### src/logic/cife_defs.vh
// constants shared by the configuration init / sync front end
`ifndef CIFE_DEFS_VH
`define CIFE_DEFS_VH

// register byte offsets on the apb side
`define CIFE_REG_STATUS      8'h00
`define CIFE_REG_CTRL        8'h04
`define CIFE_REG_WORD        8'h08

// status register field positions
`define CIFE_ST_INIT_DONE    0
`define CIFE_ST_MODE_LSB     1
`define CIFE_ST_FLSEL_LSB    4
`define CIFE_ST_WIDTH_LSB    7
`define CIFE_ST_CRC_ERR      9
`define CIFE_ST_SYNCED_SEEN  10

// control register field positions and reset value
`define CIFE_CT_IPORT_EN     0
`define CIFE_CT_IPORT_W_LSB  1
`define CIFE_CT_RB_CRC_EN    3
`define CIFE_CTRL_RESET      4'h0

// detected bus width codes
`define CIFE_W_X1            2'h0
`define CIFE_W_X8            2'h1
`define CIFE_W_X16           2'h2
`define CIFE_W_X32           2'h3

// synchronisation word, in stream bit order
`define CIFE_SYNC_WORD       32'haa995566

// bus width detection pattern: marker byte, then width word
`define CIFE_WD_MARK         8'hbb
`define CIFE_WD_X8           8'h11
`define CIFE_WD_X16          16'h1122
`define CIFE_WD_X32          32'h11220044

// mode pin codes that select a serial-style port
`define CIFE_M_MSERIAL       3'h0
`define CIFE_M_SPI           3'h1
`define CIFE_M_JTAG          3'h5
`define CIFE_M_SSERIAL       3'h7

// default length of one configuration memory clear pass, in cycles
`define CIFE_CLEAR_CYCLES    64

`endif

### src/logic/cife_top.v
// configuration front end: init pin handling, mode sampling, width detect, sync
`timescale 1ns/1ps
`default_nettype none

`include "cife_defs.vh"

// Function
// - external low on init pin during initialization postpones configuration.
// - after init pin rose, later external lows are ignored.
// - low program input resets all but the apb side, control register and pin synchroniser asynchronously and holds it.
// - after mode sampling init pin drives low open-drain on crc errors.
// - status bit shows whether the configuration memory clear has finished.
// - three status bits return live mode pin levels when read.
// - three status bits hold flash select pins captured at init rise.
// - parallel modes detect bus width before the sync word search.
// - serial, serial flash and scan modes skip width detection.
// - sync word aa995566 marks that configuration data follows.
// - on sync word match, word boundaries align to it.
// - data before sync is discarded except the width pattern.
// - sync flag visible only during abort, in serial and parallel modes alike.
// - detected width reported as two-bit code x1/x8/x16/x32.
// - init pin driven low while initializing; wait while held externally.
// - mode pins sampled at init rise, then data on clock rises.
// - configuration memory cleared twice after program release.
module cife_top #(
  parameter CLEAR_CYCLES = `CIFE_CLEAR_CYCLES
) (
  // clock and reset
  input  wire        core_clk,
  input  wire        arst_n,
  // apb slave
  input  wire        psel,
  input  wire        penable,
  input  wire        pwrite,
  input  wire [7:0]  paddr,
  input  wire [31:0] pwdata,
  output reg  [31:0] prdata,
  output reg         pready,
  output reg         pslverr,
  // configuration pins
  input  wire        programN,
  input  wire        initPinIn,
  output wire        initPinOut,
  output reg         initPinOe,
  input  wire [2:0]  modeSelPins,
  input  wire [2:0]  flashSelectPins,
  input  wire        configClock,
  input  wire [31:0] configData,
  // core side
  input  wire        cfgDone,
  input  wire        cfgCrcError,
  input  wire        readbackCrcError,
  input  wire        abortActive,
  output reg         wordSyncFlag,
  output wire        memClearActive,
  output wire [31:0] alignedWord,
  output wire        alignedWordValid
);

  // one-hot configuration states
  localparam [4:0] ST_CLEAR   = 5'h01;
  localparam [4:0] ST_RELEASE = 5'h02;
  localparam [4:0] ST_WIDTH   = 5'h04;
  localparam [4:0] ST_HUNT    = 5'h08;
  localparam [4:0] ST_SYNCED  = 5'h10;

  reg  [4:0]  state_r;
  reg  [4:0]  state_nxt;
  reg  [15:0] clrCnt_r;
  reg         clrPass_r;
  reg  [2:0]  modeSampled_r;
  reg  [2:0]  capturedFlashSelect_r;
  reg  [1:0]  detectedBusWidth_r;
  reg         markSeen_r;
  reg         crcErr_r;
  reg         cfgClkLast_r;
  reg  [3:0]  ctrl_r;
  reg  [31:0] lastWord_r;
  reg  [1:0]  rstSync_r;
  wire        rstN;
  wire        chipRstRawN;
  wire        initSync;
  wire        cfgClkSync;
  wire [2:0]  modeSync;
  wire [2:0]  flashSelSync;
  wire [31:0] dataSync;
  wire        cfgClkRise;
  wire        serialMode;
  wire        clrLast;
  wire        synced;
  wire [1:0]  widthReport;
  wire [31:0] statusWord;
  wire        apbAccess;
  wire        regHit;

  // program pin and core reset both clear the configuration logic; release is synchronous
  assign chipRstRawN = arst_n & programN;

  always @(posedge core_clk or negedge chipRstRawN) begin
    if (!chipRstRawN) begin
      rstSync_r <= 2'h0;
    end else begin
      rstSync_r <= {rstSync_r[0], 1'b1};
    end
  end

  assign rstN = rstSync_r[1];

  // every configuration pin except programN is filtered the same way,
  // so data and its clock stay aligned through the synchroniser
  cife_pin_sync #(
    .WIDTH (40)
  ) u_pin_sync (
    .core_clk (core_clk),
    .arst_n   (arst_n),
    .pinIn    ({initPinIn, configClock, modeSelPins, flashSelectPins, configData}),
    .pinOut   ({initSync, cfgClkSync, modeSync, flashSelSync, dataSync})
  );

  // rising edge of the configuration clock as seen by core_clk
  always @(posedge core_clk or negedge rstN) begin
    if (!rstN) begin
      cfgClkLast_r <= 1'b0;
    end else begin
      cfgClkLast_r <= cfgClkSync;
    end
  end

  assign cfgClkRise = cfgClkSync & ~cfgClkLast_r;

  // serial-style ports ignore the width pattern
  function isSerial;
    input [2:0] m;
    begin
      case (m)
        `CIFE_M_MSERIAL,
        `CIFE_M_SPI,
        `CIFE_M_JTAG,
        `CIFE_M_SSERIAL: isSerial = 1'b1;
        default:         isSerial = 1'b0;
      endcase
    end
  endfunction

  assign serialMode = isSerial(modeSampled_r);
  assign clrLast    = (clrCnt_r == CLEAR_CYCLES[15:0] - 16'h0001);

  // next state of the configuration sequence
  always @* begin
    state_nxt = state_r;
    case (state_r)
      ST_CLEAR: begin
        if (clrLast && clrPass_r)
          state_nxt = ST_RELEASE;
      end
      ST_RELEASE: begin
        // pin still held low by the outside: keep waiting
        if (initSync) begin
          if (isSerial(modeSync))
            state_nxt = ST_HUNT;
          else
            state_nxt = ST_WIDTH;
        end
      end
      ST_WIDTH: begin
        if (cfgClkRise && markSeen_r &&
            (dataSync == `CIFE_WD_X32 || dataSync[15:0] == `CIFE_WD_X16 ||
             dataSync[7:0] == `CIFE_WD_X8))
          state_nxt = ST_HUNT;
      end
      ST_HUNT: begin
        if (synced)
          state_nxt = ST_SYNCED;
      end
      ST_SYNCED: begin
        state_nxt = ST_SYNCED;
      end
      default: begin
        state_nxt = ST_CLEAR;
      end
    endcase
  end

  // state register, clear passes and init-rise captures
  always @(posedge core_clk or negedge rstN) begin
    if (!rstN) begin
      state_r               <= ST_CLEAR;
      clrCnt_r              <= 16'h0000;
      clrPass_r             <= 1'b0;
      modeSampled_r         <= 3'h0;
      capturedFlashSelect_r <= 3'h0;
    end else begin
      state_r <= state_nxt;
      if (state_r == ST_CLEAR) begin
        if (clrLast) begin
          clrCnt_r  <= 16'h0000;
          clrPass_r <= 1'b1;
        end else begin
          clrCnt_r <= clrCnt_r + 16'h0001;
        end
      end
      // only sampled on the one rise; later lows are never looked at
      if (state_r == ST_RELEASE && initSync) begin
        modeSampled_r         <= modeSync;
        capturedFlashSelect_r <= flashSelSync;
      end
    end
  end

  assign memClearActive = (state_r == ST_CLEAR);

  // width pattern: marker byte first, then the width word; all else dropped
  always @(posedge core_clk or negedge rstN) begin
    if (!rstN) begin
      markSeen_r         <= 1'b0;
      detectedBusWidth_r <= `CIFE_W_X1;
    end else if (state_r == ST_WIDTH && cfgClkRise && !serialMode) begin
      if (!markSeen_r) begin
        markSeen_r <= (dataSync[7:0] == `CIFE_WD_MARK);
      end else if (dataSync == `CIFE_WD_X32) begin
        detectedBusWidth_r <= `CIFE_W_X32;
      end else if (dataSync[15:0] == `CIFE_WD_X16) begin
        detectedBusWidth_r <= `CIFE_W_X16;
      end else if (dataSync[7:0] == `CIFE_WD_X8) begin
        detectedBusWidth_r <= `CIFE_W_X8;
      end
    end
  end

  // search and alignment run only once the width is known
  cife_sync_hunt u_sync_hunt (
    .core_clk  (core_clk),
    .rstN      (rstN),
    .huntEn    (state_r == ST_HUNT || state_r == ST_SYNCED),
    .sampleStb (cfgClkRise),
    .widthCode (detectedBusWidth_r),
    .dataIn    (dataSync),
    .matched   (synced),
    .wordOut   (alignedWord),
    .wordValid (alignedWordValid)
  );

  // crc error flag; errors during clear and release are ignored, cleared only by chip reset
  always @(posedge core_clk or negedge rstN) begin
    if (!rstN) begin
      crcErr_r <= 1'b0;
    end else if (!(state_r == ST_CLEAR || state_r == ST_RELEASE)) begin
      if (cfgCrcError || (readbackCrcError && ctrl_r[`CIFE_CT_RB_CRC_EN]))
        crcErr_r <= 1'b1;
    end
  end

  // open drain: output level is always low, the enable does the work
  assign initPinOut = 1'b0;

  always @(posedge core_clk or negedge rstN) begin
    if (!rstN) begin
      initPinOe <= 1'b1;
    end else begin
      initPinOe <= (state_nxt == ST_CLEAR) | crcErr_r;
    end
  end

  // sync flag leaves the block only while an abort is under way
  always @(posedge core_clk or negedge rstN) begin
    if (!rstN) begin
      wordSyncFlag <= 1'b0;
    end else begin
      wordSyncFlag <= abortActive & synced;
    end
  end

  // after done the internal port width replaces the detected one
  assign widthReport = (ctrl_r[`CIFE_CT_IPORT_EN] && cfgDone) ?
                       ctrl_r[`CIFE_CT_IPORT_W_LSB+1:`CIFE_CT_IPORT_W_LSB] :
                       detectedBusWidth_r;

  assign statusWord = {21'h000000,
                       (state_r == ST_SYNCED),
                       crcErr_r,
                       widthReport,
                       capturedFlashSelect_r,
                       modeSync,
                       ~(state_r == ST_CLEAR)};

  // apb: one wait state so read data comes from a flop
  assign apbAccess = psel & penable;
  assign regHit    = (paddr == `CIFE_REG_STATUS) || (paddr == `CIFE_REG_CTRL) ||
                     (paddr == `CIFE_REG_WORD);

  always @(posedge core_clk or negedge arst_n) begin
    if (!arst_n) begin
      pready  <= 1'b0;
      prdata  <= 32'h00000000;
      pslverr <= 1'b0;
    end else begin
      pready  <= apbAccess & ~pready;
      pslverr <= apbAccess & ~pready & ~regHit;
      if (apbAccess && !pready && !pwrite) begin
        case (paddr)
          `CIFE_REG_STATUS: prdata <= statusWord;
          `CIFE_REG_CTRL:   prdata <= {28'h0000000, ctrl_r};
          `CIFE_REG_WORD:   prdata <= lastWord_r;
          default:          prdata <= 32'h00000000;
        endcase
      end
    end
  end

  // control register; write lands on the completing edge only
  always @(posedge core_clk or negedge arst_n) begin
    if (!arst_n) begin
      ctrl_r <= `CIFE_CTRL_RESET;
    end else if (apbAccess && pready && pwrite && paddr == `CIFE_REG_CTRL) begin
      ctrl_r <= pwdata[3:0];
    end
  end

  // last aligned word, kept for software inspection
  always @(posedge core_clk or negedge rstN) begin
    if (!rstN) begin
      lastWord_r <= 32'h00000000;
    end else if (alignedWordValid) begin
      lastWord_r <= alignedWord;
    end
  end

endmodule

`default_nettype wire

### src/logic/cife_pin_sync.v
// three-stage pin synchroniser; a change is taken once stages two and three agree
`timescale 1ns/1ps
`default_nettype none

module cife_pin_sync #(
  parameter WIDTH = 1
) (
  // clock and reset
  input  wire             core_clk,
  input  wire             arst_n,
  // pins from outside the clock domain
  input  wire [WIDTH-1:0] pinIn,
  // filtered levels
  output reg  [WIDTH-1:0] pinOut
);

  reg  [WIDTH-1:0] stage1_r;
  reg  [WIDTH-1:0] stage2_r;
  reg  [WIDTH-1:0] stage3_r;
  wire [WIDTH-1:0] agree;

  // stage1 feeds stage2 only; the filter looks at stages two and three
  assign agree = ~(stage2_r ^ stage3_r);

  // shift chain plus agreement filter, bit by bit
  always @(posedge core_clk or negedge arst_n) begin
    if (!arst_n) begin
      stage1_r <= {WIDTH{1'b0}};
      stage2_r <= {WIDTH{1'b0}};
      stage3_r <= {WIDTH{1'b0}};
      pinOut   <= {WIDTH{1'b0}};
    end else begin
      stage1_r <= pinIn;
      stage2_r <= stage1_r;
      stage3_r <= stage2_r;
      pinOut   <= (agree & stage3_r) | (~agree & pinOut);
    end
  end

endmodule

`default_nettype wire

### src/logic/cife_sync_hunt.v
// sync word search and word alignment on the configuration data stream
`timescale 1ns/1ps
`default_nettype none

`include "cife_defs.vh"

module cife_sync_hunt (
  // clock and reset
  input  wire        core_clk,
  input  wire        rstN,
  // stream input
  input  wire        huntEn,
  input  wire        sampleStb,
  input  wire [1:0]  widthCode,
  input  wire [31:0] dataIn,
  // results
  output reg         matched,
  output reg  [31:0] wordOut,
  output reg         wordValid
);

  reg  [31:0] shift_r;
  reg  [5:0]  bitCnt_r;
  wire [31:0] shiftNxt;
  wire [5:0]  cntNxt;

  // bytes on the parallel pins arrive with their bits reversed
  function [7:0] swap8;
    input [7:0] b;
    integer i;
    begin
      for (i = 0; i < 8; i = i + 1)
        swap8[i] = b[7-i];
    end
  endfunction

  function [5:0] stepBits;
    input [1:0] w;
    begin
      case (w)
        `CIFE_W_X8:  stepBits = 6'h08;
        `CIFE_W_X16: stepBits = 6'h10;
        `CIFE_W_X32: stepBits = 6'h20;
        default:     stepBits = 6'h01;
      endcase
    end
  endfunction

  function [31:0] shiftIn;
    input [31:0] sh;
    input [1:0]  w;
    input [31:0] d;
    begin
      case (w)
        `CIFE_W_X8:  shiftIn = {sh[23:0], swap8(d[7:0])};
        `CIFE_W_X16: shiftIn = {sh[15:0], swap8(d[15:8]), swap8(d[7:0])};
        `CIFE_W_X32: shiftIn = {swap8(d[31:24]), swap8(d[23:16]),
                                swap8(d[15:8]), swap8(d[7:0])};
        default:     shiftIn = {sh[30:0], d[0]};
      endcase
    end
  endfunction

  assign shiftNxt = shiftIn(shift_r, widthCode, dataIn);
  assign cntNxt   = bitCnt_r + stepBits(widthCode);

  // compare at every step until the match, then cut aligned words
  always @(posedge core_clk or negedge rstN) begin
    if (!rstN) begin
      shift_r   <= 32'h00000000;
      bitCnt_r  <= 6'h00;
      matched   <= 1'b0;
      wordOut   <= 32'h00000000;
      wordValid <= 1'b0;
    end else begin
      wordValid <= 1'b0;
      if (huntEn && sampleStb) begin
        shift_r <= shiftNxt;
        if (!matched) begin
          if (shiftNxt == `CIFE_SYNC_WORD) begin
            matched  <= 1'b1;
            bitCnt_r <= 6'h00;
          end
        end else if (cntNxt == 6'h20) begin
          wordOut   <= shiftNxt;
          wordValid <= 1'b1;
          bitCnt_r  <= 6'h00;
        end else begin
          bitCnt_r <= cntNxt;
        end
      end
    end
  end

endmodule

`default_nettype wire

### config.mk
export PLATFORM = sky130hd
export DESIGN_NAME = cife_top
export DESIGN_NICKNAME = d
export VERILOG_FILES = /design/src/logic/cife_top.v /design/src/logic/cife_pin_sync.v /design/src/logic/cife_sync_hunt.v
export VERILOG_INCLUDE_DIRS = /design/src /design/src/logic
export SDC_FILE = /design/constraint.sdc
export NUM_CORES = 1
export LEC_CHECK = 0
export BUFFER_PORTS_ARGS = -buffer_cell sky130_fd_sc_hd__buf_4
export CAP_MARGIN = 20
export CORE_ASPECT_RATIO = 1.4
export CORE_UTILIZATION = 60
export DETAILED_ROUTE_END_ITERATION = 6
export PLACE_DENSITY = 0.82
export SLEW_MARGIN = 15
export SYNTH_ARGS = -nofsm -noshare
export SYNTH_HDL_FRONTEND = slang
export SYNTH_SLANG_ARGS = --single-unit
export TNS_END_PERCENT = 5
### constraint.sdc
create_clock -name core_clk -period 6.6 [get_ports core_clk]
set_input_delay 0.66 -clock core_clk [delete_from_list [all_inputs] [get_ports core_clk]]
set_output_delay 0.66 -clock core_clk [all_outputs]
set_load 0.01 [all_outputs]
# Word level (Yosys, flattened, before mapping)

Cells that the tools add are included.

Flip-flop bits (word level): 338
Input bits: 90
Output and inout port bits: 71

Add/subtract/negate cells: 2
Eq/ne operators: 24
Muxes and demuxes: 27
Bitwise logic cells: 18
Reductions and logical operators: 36

Operator list:

| kind                                            | count |
|---|---|
| one-hot mux 32 bit (3 select lines)             | 2 |
| bitwise AND 40 bit                              | 2 |
| NOT 40 bit                                      | 2 |
| OR 40 bit                                       | 1 |
| bitwise XOR 40 bit                              | 1 |
| == test 32 x 29 -> 1 bit, second input constant | 1 |
| == test 32 bit, second input constant           | 1 |
| one-hot mux 5 bit (5 select lines)              | 1 |
| 2-to-1 mux 5 bit                                | 4 |
| 2-to-1 mux 6 bit                                | 3 |
| one-hot mux 6 bit (3 select lines)              | 1 |
| adder 16 x 1 -> 16 bit, second input constant   | 1 |
| == test 16 x 13 -> 1 bit, second input constant | 1 |
| == test 16 x 6 -> 1 bit, second input constant  | 1 |
| 2-to-1 mux 16 bit                               | 1 |
| logical AND 1 bit                               | 14 |
| == test 3 bit, second input constant            | 4 |
| == test 5 x 1 -> 1 bit, second input constant   | 2 |
| 2-to-1 mux 1 bit                                | 10 |
| == test 8 x 3 -> 1 bit, second input constant   | 1 |
| == test 8 x 4 -> 1 bit, second input constant   | 1 |
| == test 8 x 5 -> 1 bit, second input constant   | 1 |
| == test 8 bit, second input constant            | 1 |
| logical NOT 8 bit                               | 1 |
| other kinds (22)                                | 49 |

# Longest topological paths before layout

Depth in word-level cells: 10
Mapped depth: 15

# Modules after synthesis

Synthesis repeated with hierarchy kept, for this count alone.

Cell total of the unflattened synthesis: 869
Area total of the unflattened synthesis: 12,766.0 µm²

By module, submodules not included:

| module         | instances | cells each | area an instance (µm²) | sequential area each (µm²) |
|---|---|---|---|---|
| cife_top       | 1         | 389        | 4,664.5                | 2,680.1 |
| cife_pin_sync  | 1         | 200        | 4,454.3                | 4,003.8 |
| cife_sync_hunt | 1         | 280        | 3,647.2                | 1,776.7 |

# Worst setup path after synthesis

No wires, ideal clock.

Kind: register to register
From: reg detectedBusWidth_r[1]
To: reg u_sync_hunt.wordOut[20]
Library setup time: 0.128 ns
Arrival time: 2.662 ns
Path slack: 3.811 ns
Stages on the path, launching flop included: 15
Period minus slack after synthesis: 2.789 ns
Cells stage by stage: dfrtp_1 -> buf_6 -> buf_6 -> buf_6 -> nor2_1 -> buf_2 -> ha_1 -> ha_1 -> a31oi_1 -> xor2_1 -> and3_1 -> nand3b_1 -> buf_6 -> buf_6 -> mux2_1

Word-level cells in the longest chain between the ends: 5
Elaborated cells between the ends (all ways): 8

Ends and longest elaborated chain:

| element                                                        | line                | text |
|---|---|---|
| start, declared                                                | cife_top.v:73       | `reg [1:0] detectedBusWidth_r;` |
| start signal, assigned                                         | cife_top.v:216      | `` detectedBusWidth_r <= `CIFE_W_X1; `` |
| start signal, assigned                                         | cife_top.v:221      | `` detectedBusWidth_r <= `CIFE_W_X32; `` |
| start signal, assigned                                         | cife_top.v:223      | `` detectedBusWidth_r <= `CIFE_W_X16; `` |
| == test 2 bit / == test 2 x 1 -> 1 bit (equally long branches) | --                  |  |
| one-hot mux 6 bit (3 select lines)                             | cife_sync_hunt.v:40 | `case (w)` |
| adder 6 bit                                                    | cife_sync_hunt.v:65 | `assign cntNxt = bitCnt_r + stepBits(widthCode);` |
| == test 6 bit                                                  | cife_sync_hunt.v:84 | `end else if (cntNxt == 6'h20) begin` |
| AND reduction 3 bit (no line)                                  | --                  |  |
| end signal, assigned                                           | cife_sync_hunt.v:85 | `wordOut <= shiftNxt;` |
| end, declared                                                  | cife_sync_hunt.v:18 | `output reg [31:0] wordOut,` |

Parallel ways exist; a longest one is shown, timed or not.
A chain may end at the register's enable or synchronous reset.

# Worst setup path in the final report

From: reg detectedBusWidth_r[1]
To: reg u_sync_hunt.wordOut[17]

The elaborated chain is that of the path after synthesis.

==> impl_metrics.tcl <==
set metrics [dict create \
    synthTopCellsByCount "dfrtp_1 (336), nand2_1 (73), mux2_2 (68)" \
    r2r_slack_ns 3.32 \
    crit_type "reg -> reg" \
    clk_latency_ns 0.55 \
    final.period_utilization_pct 49.74 \
    relSlewSlack_pct 33.04 \
    cp.required_ns 7.03 \
    synthTopCellsByArea "dfrtp_1 (67%), mux2_2 (6.1%), maj3_1 (3.2%)" \
    wl_per_cell_um 18.21 \
    gp_congestion 0.8272 \
    ys_warn_count 0 \
    busiest_layer "met2" \
    grtUsageTotal_pct 22.93 \
    io_buffers 131 \
    dp_hpwl_um 16110 \
    cap_violations 0 \
    r2r_cells 9 \
    use_met2_pct 36.83 \
    synth_top_cell_by_area "dfrtp_1" \
    grt_max_degree 108 \
    die_y_um 173.1 \
    grt_pass1_wl_um 38630 \
    viasPerCell 5.739 \
    cts-htree-levels 1 \
    synth_top_area_share_pct 67.05 \
    clk_pin_slew_ns 0.07 \
    powerDensity_nw_per_um2 284.0 \
    start_kind "register" \
    syn_nets 955 \
    cts_buffers 30 \
    yosysUniqueCellTypes 55 \
    worst_clock_skew_ns 0.01924 \
    insertedDiodeCount 0 \
    hold_path.class "in -> async" \
    ant_nets 0 \
    tightest_slew_ns 1.001 \
    postSynthAreaPerCell_sq_um 14.58 \
    clock-root-buffer "clkbuf_16" \
    grtUsageMet3_pct 3.529 \
    grt-ovfl-total 0 \
    setup_ws_ns 3.317 \
    min_period_ns 3.283 \
    drive_above_1_share_pct 27.75 \
    cts_hold_buf 1 \
    synth_edf_count 0 \
    cts_resized 0 \
    leakage_nw 6.951 \
    synth_ff_type "dfrtp_1" \
    nets 1092 \
    synthArstFlopShare_pct 100.0 \
    wl_um 23240 \
    clock.fmax_ghz 0.3046 \
    finalSetupTns_ns 0 \
    post-route-drc-count 0 \
    row_count 62 \
    drt_pass1_iterations 4 \
    cts_tree "built" \
    cts.sinks 338 \
    syn-cell-area_sq_um 12540 \
    reg2reg_to "u_sync_hunt.wordOut[17]" \
    r2r-start "detectedBusWidth_r[1]" \
    ios 161 \
    setup_violations 0 \
    yosysMostFrequentCell "dfrtp_1" \
    path_max_fanout 46 \
    core_region_area_sq_um 20480 \
    outcome "finished, final reports clean" \
    place_ws_ns 3.353 \
    via_count 7323 \
    antenna_found_initial 0 \
    syn_inst 860 \
    synth_seq_cells 338 \
    die_x_um 124.2 \
    grt_pass1_vias 7471 \
    rsz0062_at_grt "false" \
    finalHoldViolCount 0 \
    synth_seq_area_share_pct 67.46 \
    drt_first_iter_violations 390 \
    area_delta_synth_final_pct 17.01 \
    clockBufferDepth 3 \
    finalMaxSlewViolations 0 \
    start_util_pct 61.24 \
    cts_setup_buffers 0 \
    met1_usage_pct 31.88 \
    dieArea_sq_um 21490 \
    worstSetupEndpointType "register" \
    peakVddDrop_uv 238.8 \
    crit_arrival_ns 3.71 \
]
## through the flow
step,power (W),instances,hold WS (ns),utilization (%),instance area (sq um)
2_1_floorplan,0.002404,860,0.3312,-,12540
5_1_grt,0.004327,1276,0.2035,71.65,14670
4_1_cts,0.004202,1275,0.2075,71.58,14660
3_5_place_dp,0.002521,1219,0.3347,66.86,13690
6_report,0.004167,1276,0.1738,71.65,14670
3_3_place_gp,0.002506,1219,0.3321,66.86,13690
## layout by cell type, fill, tap and decap left out, types with 3 or more instances in the layout
master | synthesis | routed
or3_1 | 3 | 3
xnor2_1 | 9 | 9
mux2i_1 | 25 | 25
nor4_1 | 11 | 11
clkbuf_16 | 0 | 31
and3_1 | 4 | 4
a22o_1 | 21 | 21
nor2b_1 | 4 | 4
a31oi_1 | 3 | 3
xor2_1 | 9 | 9
clkbuf_1 | 13 | 12
nand2_1 | 73 | 73
a21oi_1 | 13 | 13
mux2_1 | 12 | 12
nor3_1 | 6 | 6
clkinv_2 | 0 | 5
nand3_1 | 11 | 11
mux2_4 | 7 | 7
nor3b_1 | 3 | 3
nor2_1 | 22 | 22
and2_1 | 3 | 3
ha_1 | 5 | 5
o21ai_1 | 15 | 15
nand4_1 | 12 | 12
dfrtp_1 | 336 | 335
clkbuf_8 | 0 | 3
mux2_2 | 68 | 68
o31ai_1 | 3 | 3
inv_1 | 7 | 7
mux4_2 | 16 | 16
o21ai_0 | 43 | 43
buf_4 | 3 | 138
nor4b_1 | 3 | 3
nand2b_1 | 4 | 4
maj3_1 | 40 | 40
nor4bb_1 | 4 | 4
clkinvlp_4 | 0 | 3
## metal layers
metal  part of all wire (%)  wire, um
met5                      0         0
met4                    3.4       788
met3                    5.1      1178
met2                     50     11550
met1                     42      9725
## cells by family (layout without fill, tap and decap cells)
family | Yosys count | count (layout) | synth area share, %
flip-flops | 338 | 338 | 67.46
AND/OR/NAND/NOR | 177 | 177 | 7.303
multiplexers | 128 | 128 | 12.89
AO/OA/AOI/OAI | 109 | 109 | 5.358
adder cells (fa/ha/maj) | 45 | 45 | 3.691
buffers and inverters | 43 | 203 | 1.976
XOR/XNOR | 18 | 18 | 1.257
other | 2 | 2 | 0.05988
## report_power, final
part,leakage (nW),switching (W),total [W],internal (W)
clock,0.459,0.000719,0.00168,0.000965
sequential,4.31,0.0000876,0.00226,0.00217
combinational,2.18,0.000121,0.000224,0.000103
## worst max path at each step
stage                     cells after the start  slack, ns                  endpoint             startpoint
after floorplan                               0       2.41  capturedFlashSelect_r[0]           rstSync_r[1]
after global placement                        9       3.40   u_sync_hunt.wordOut[15]  detectedBusWidth_r[1]
after detailed placement                      9       3.35   u_sync_hunt.wordOut[17]  detectedBusWidth_r[1]
after CTS                                     9       3.33   u_sync_hunt.wordOut[17]  detectedBusWidth_r[1]
after global routing                          9       3.09   u_sync_hunt.wordOut[17]  detectedBusWidth_r[1]
final                                         9       3.32   u_sync_hunt.wordOut[17]  detectedBusWidth_r[1]
## cell type report
| cell class | instances | area [sq um] |
|---|---|---|
| Inverter | 7 | 26.28 |
| Tap cell | 256 | 320.3 |
| Fill cell | 1396 | 5806 |
| Timing Repair Buffer | 141 | 1075 |
| Multi-Input combinational cell | 479 | 3832 |
| Clock inverter | 10 | 107.6 |
| Clock buffer | 45 | 848.3 |
| Sequential cell | 338 | 8464 |
## worst max-delay path, cell delays in order (launching register included)
cell and delay (ns):
dfrtp_1 0.38, nor2_1 0.77, ha_1 0.35, ha_1 0.26, a31oi_1 0.13, xor2_1 0.17
and3_1 0.17, nand3b_1 0.08, buf_4 0.45, mux2_2 0.40
(Power assumes the default switching activity.)
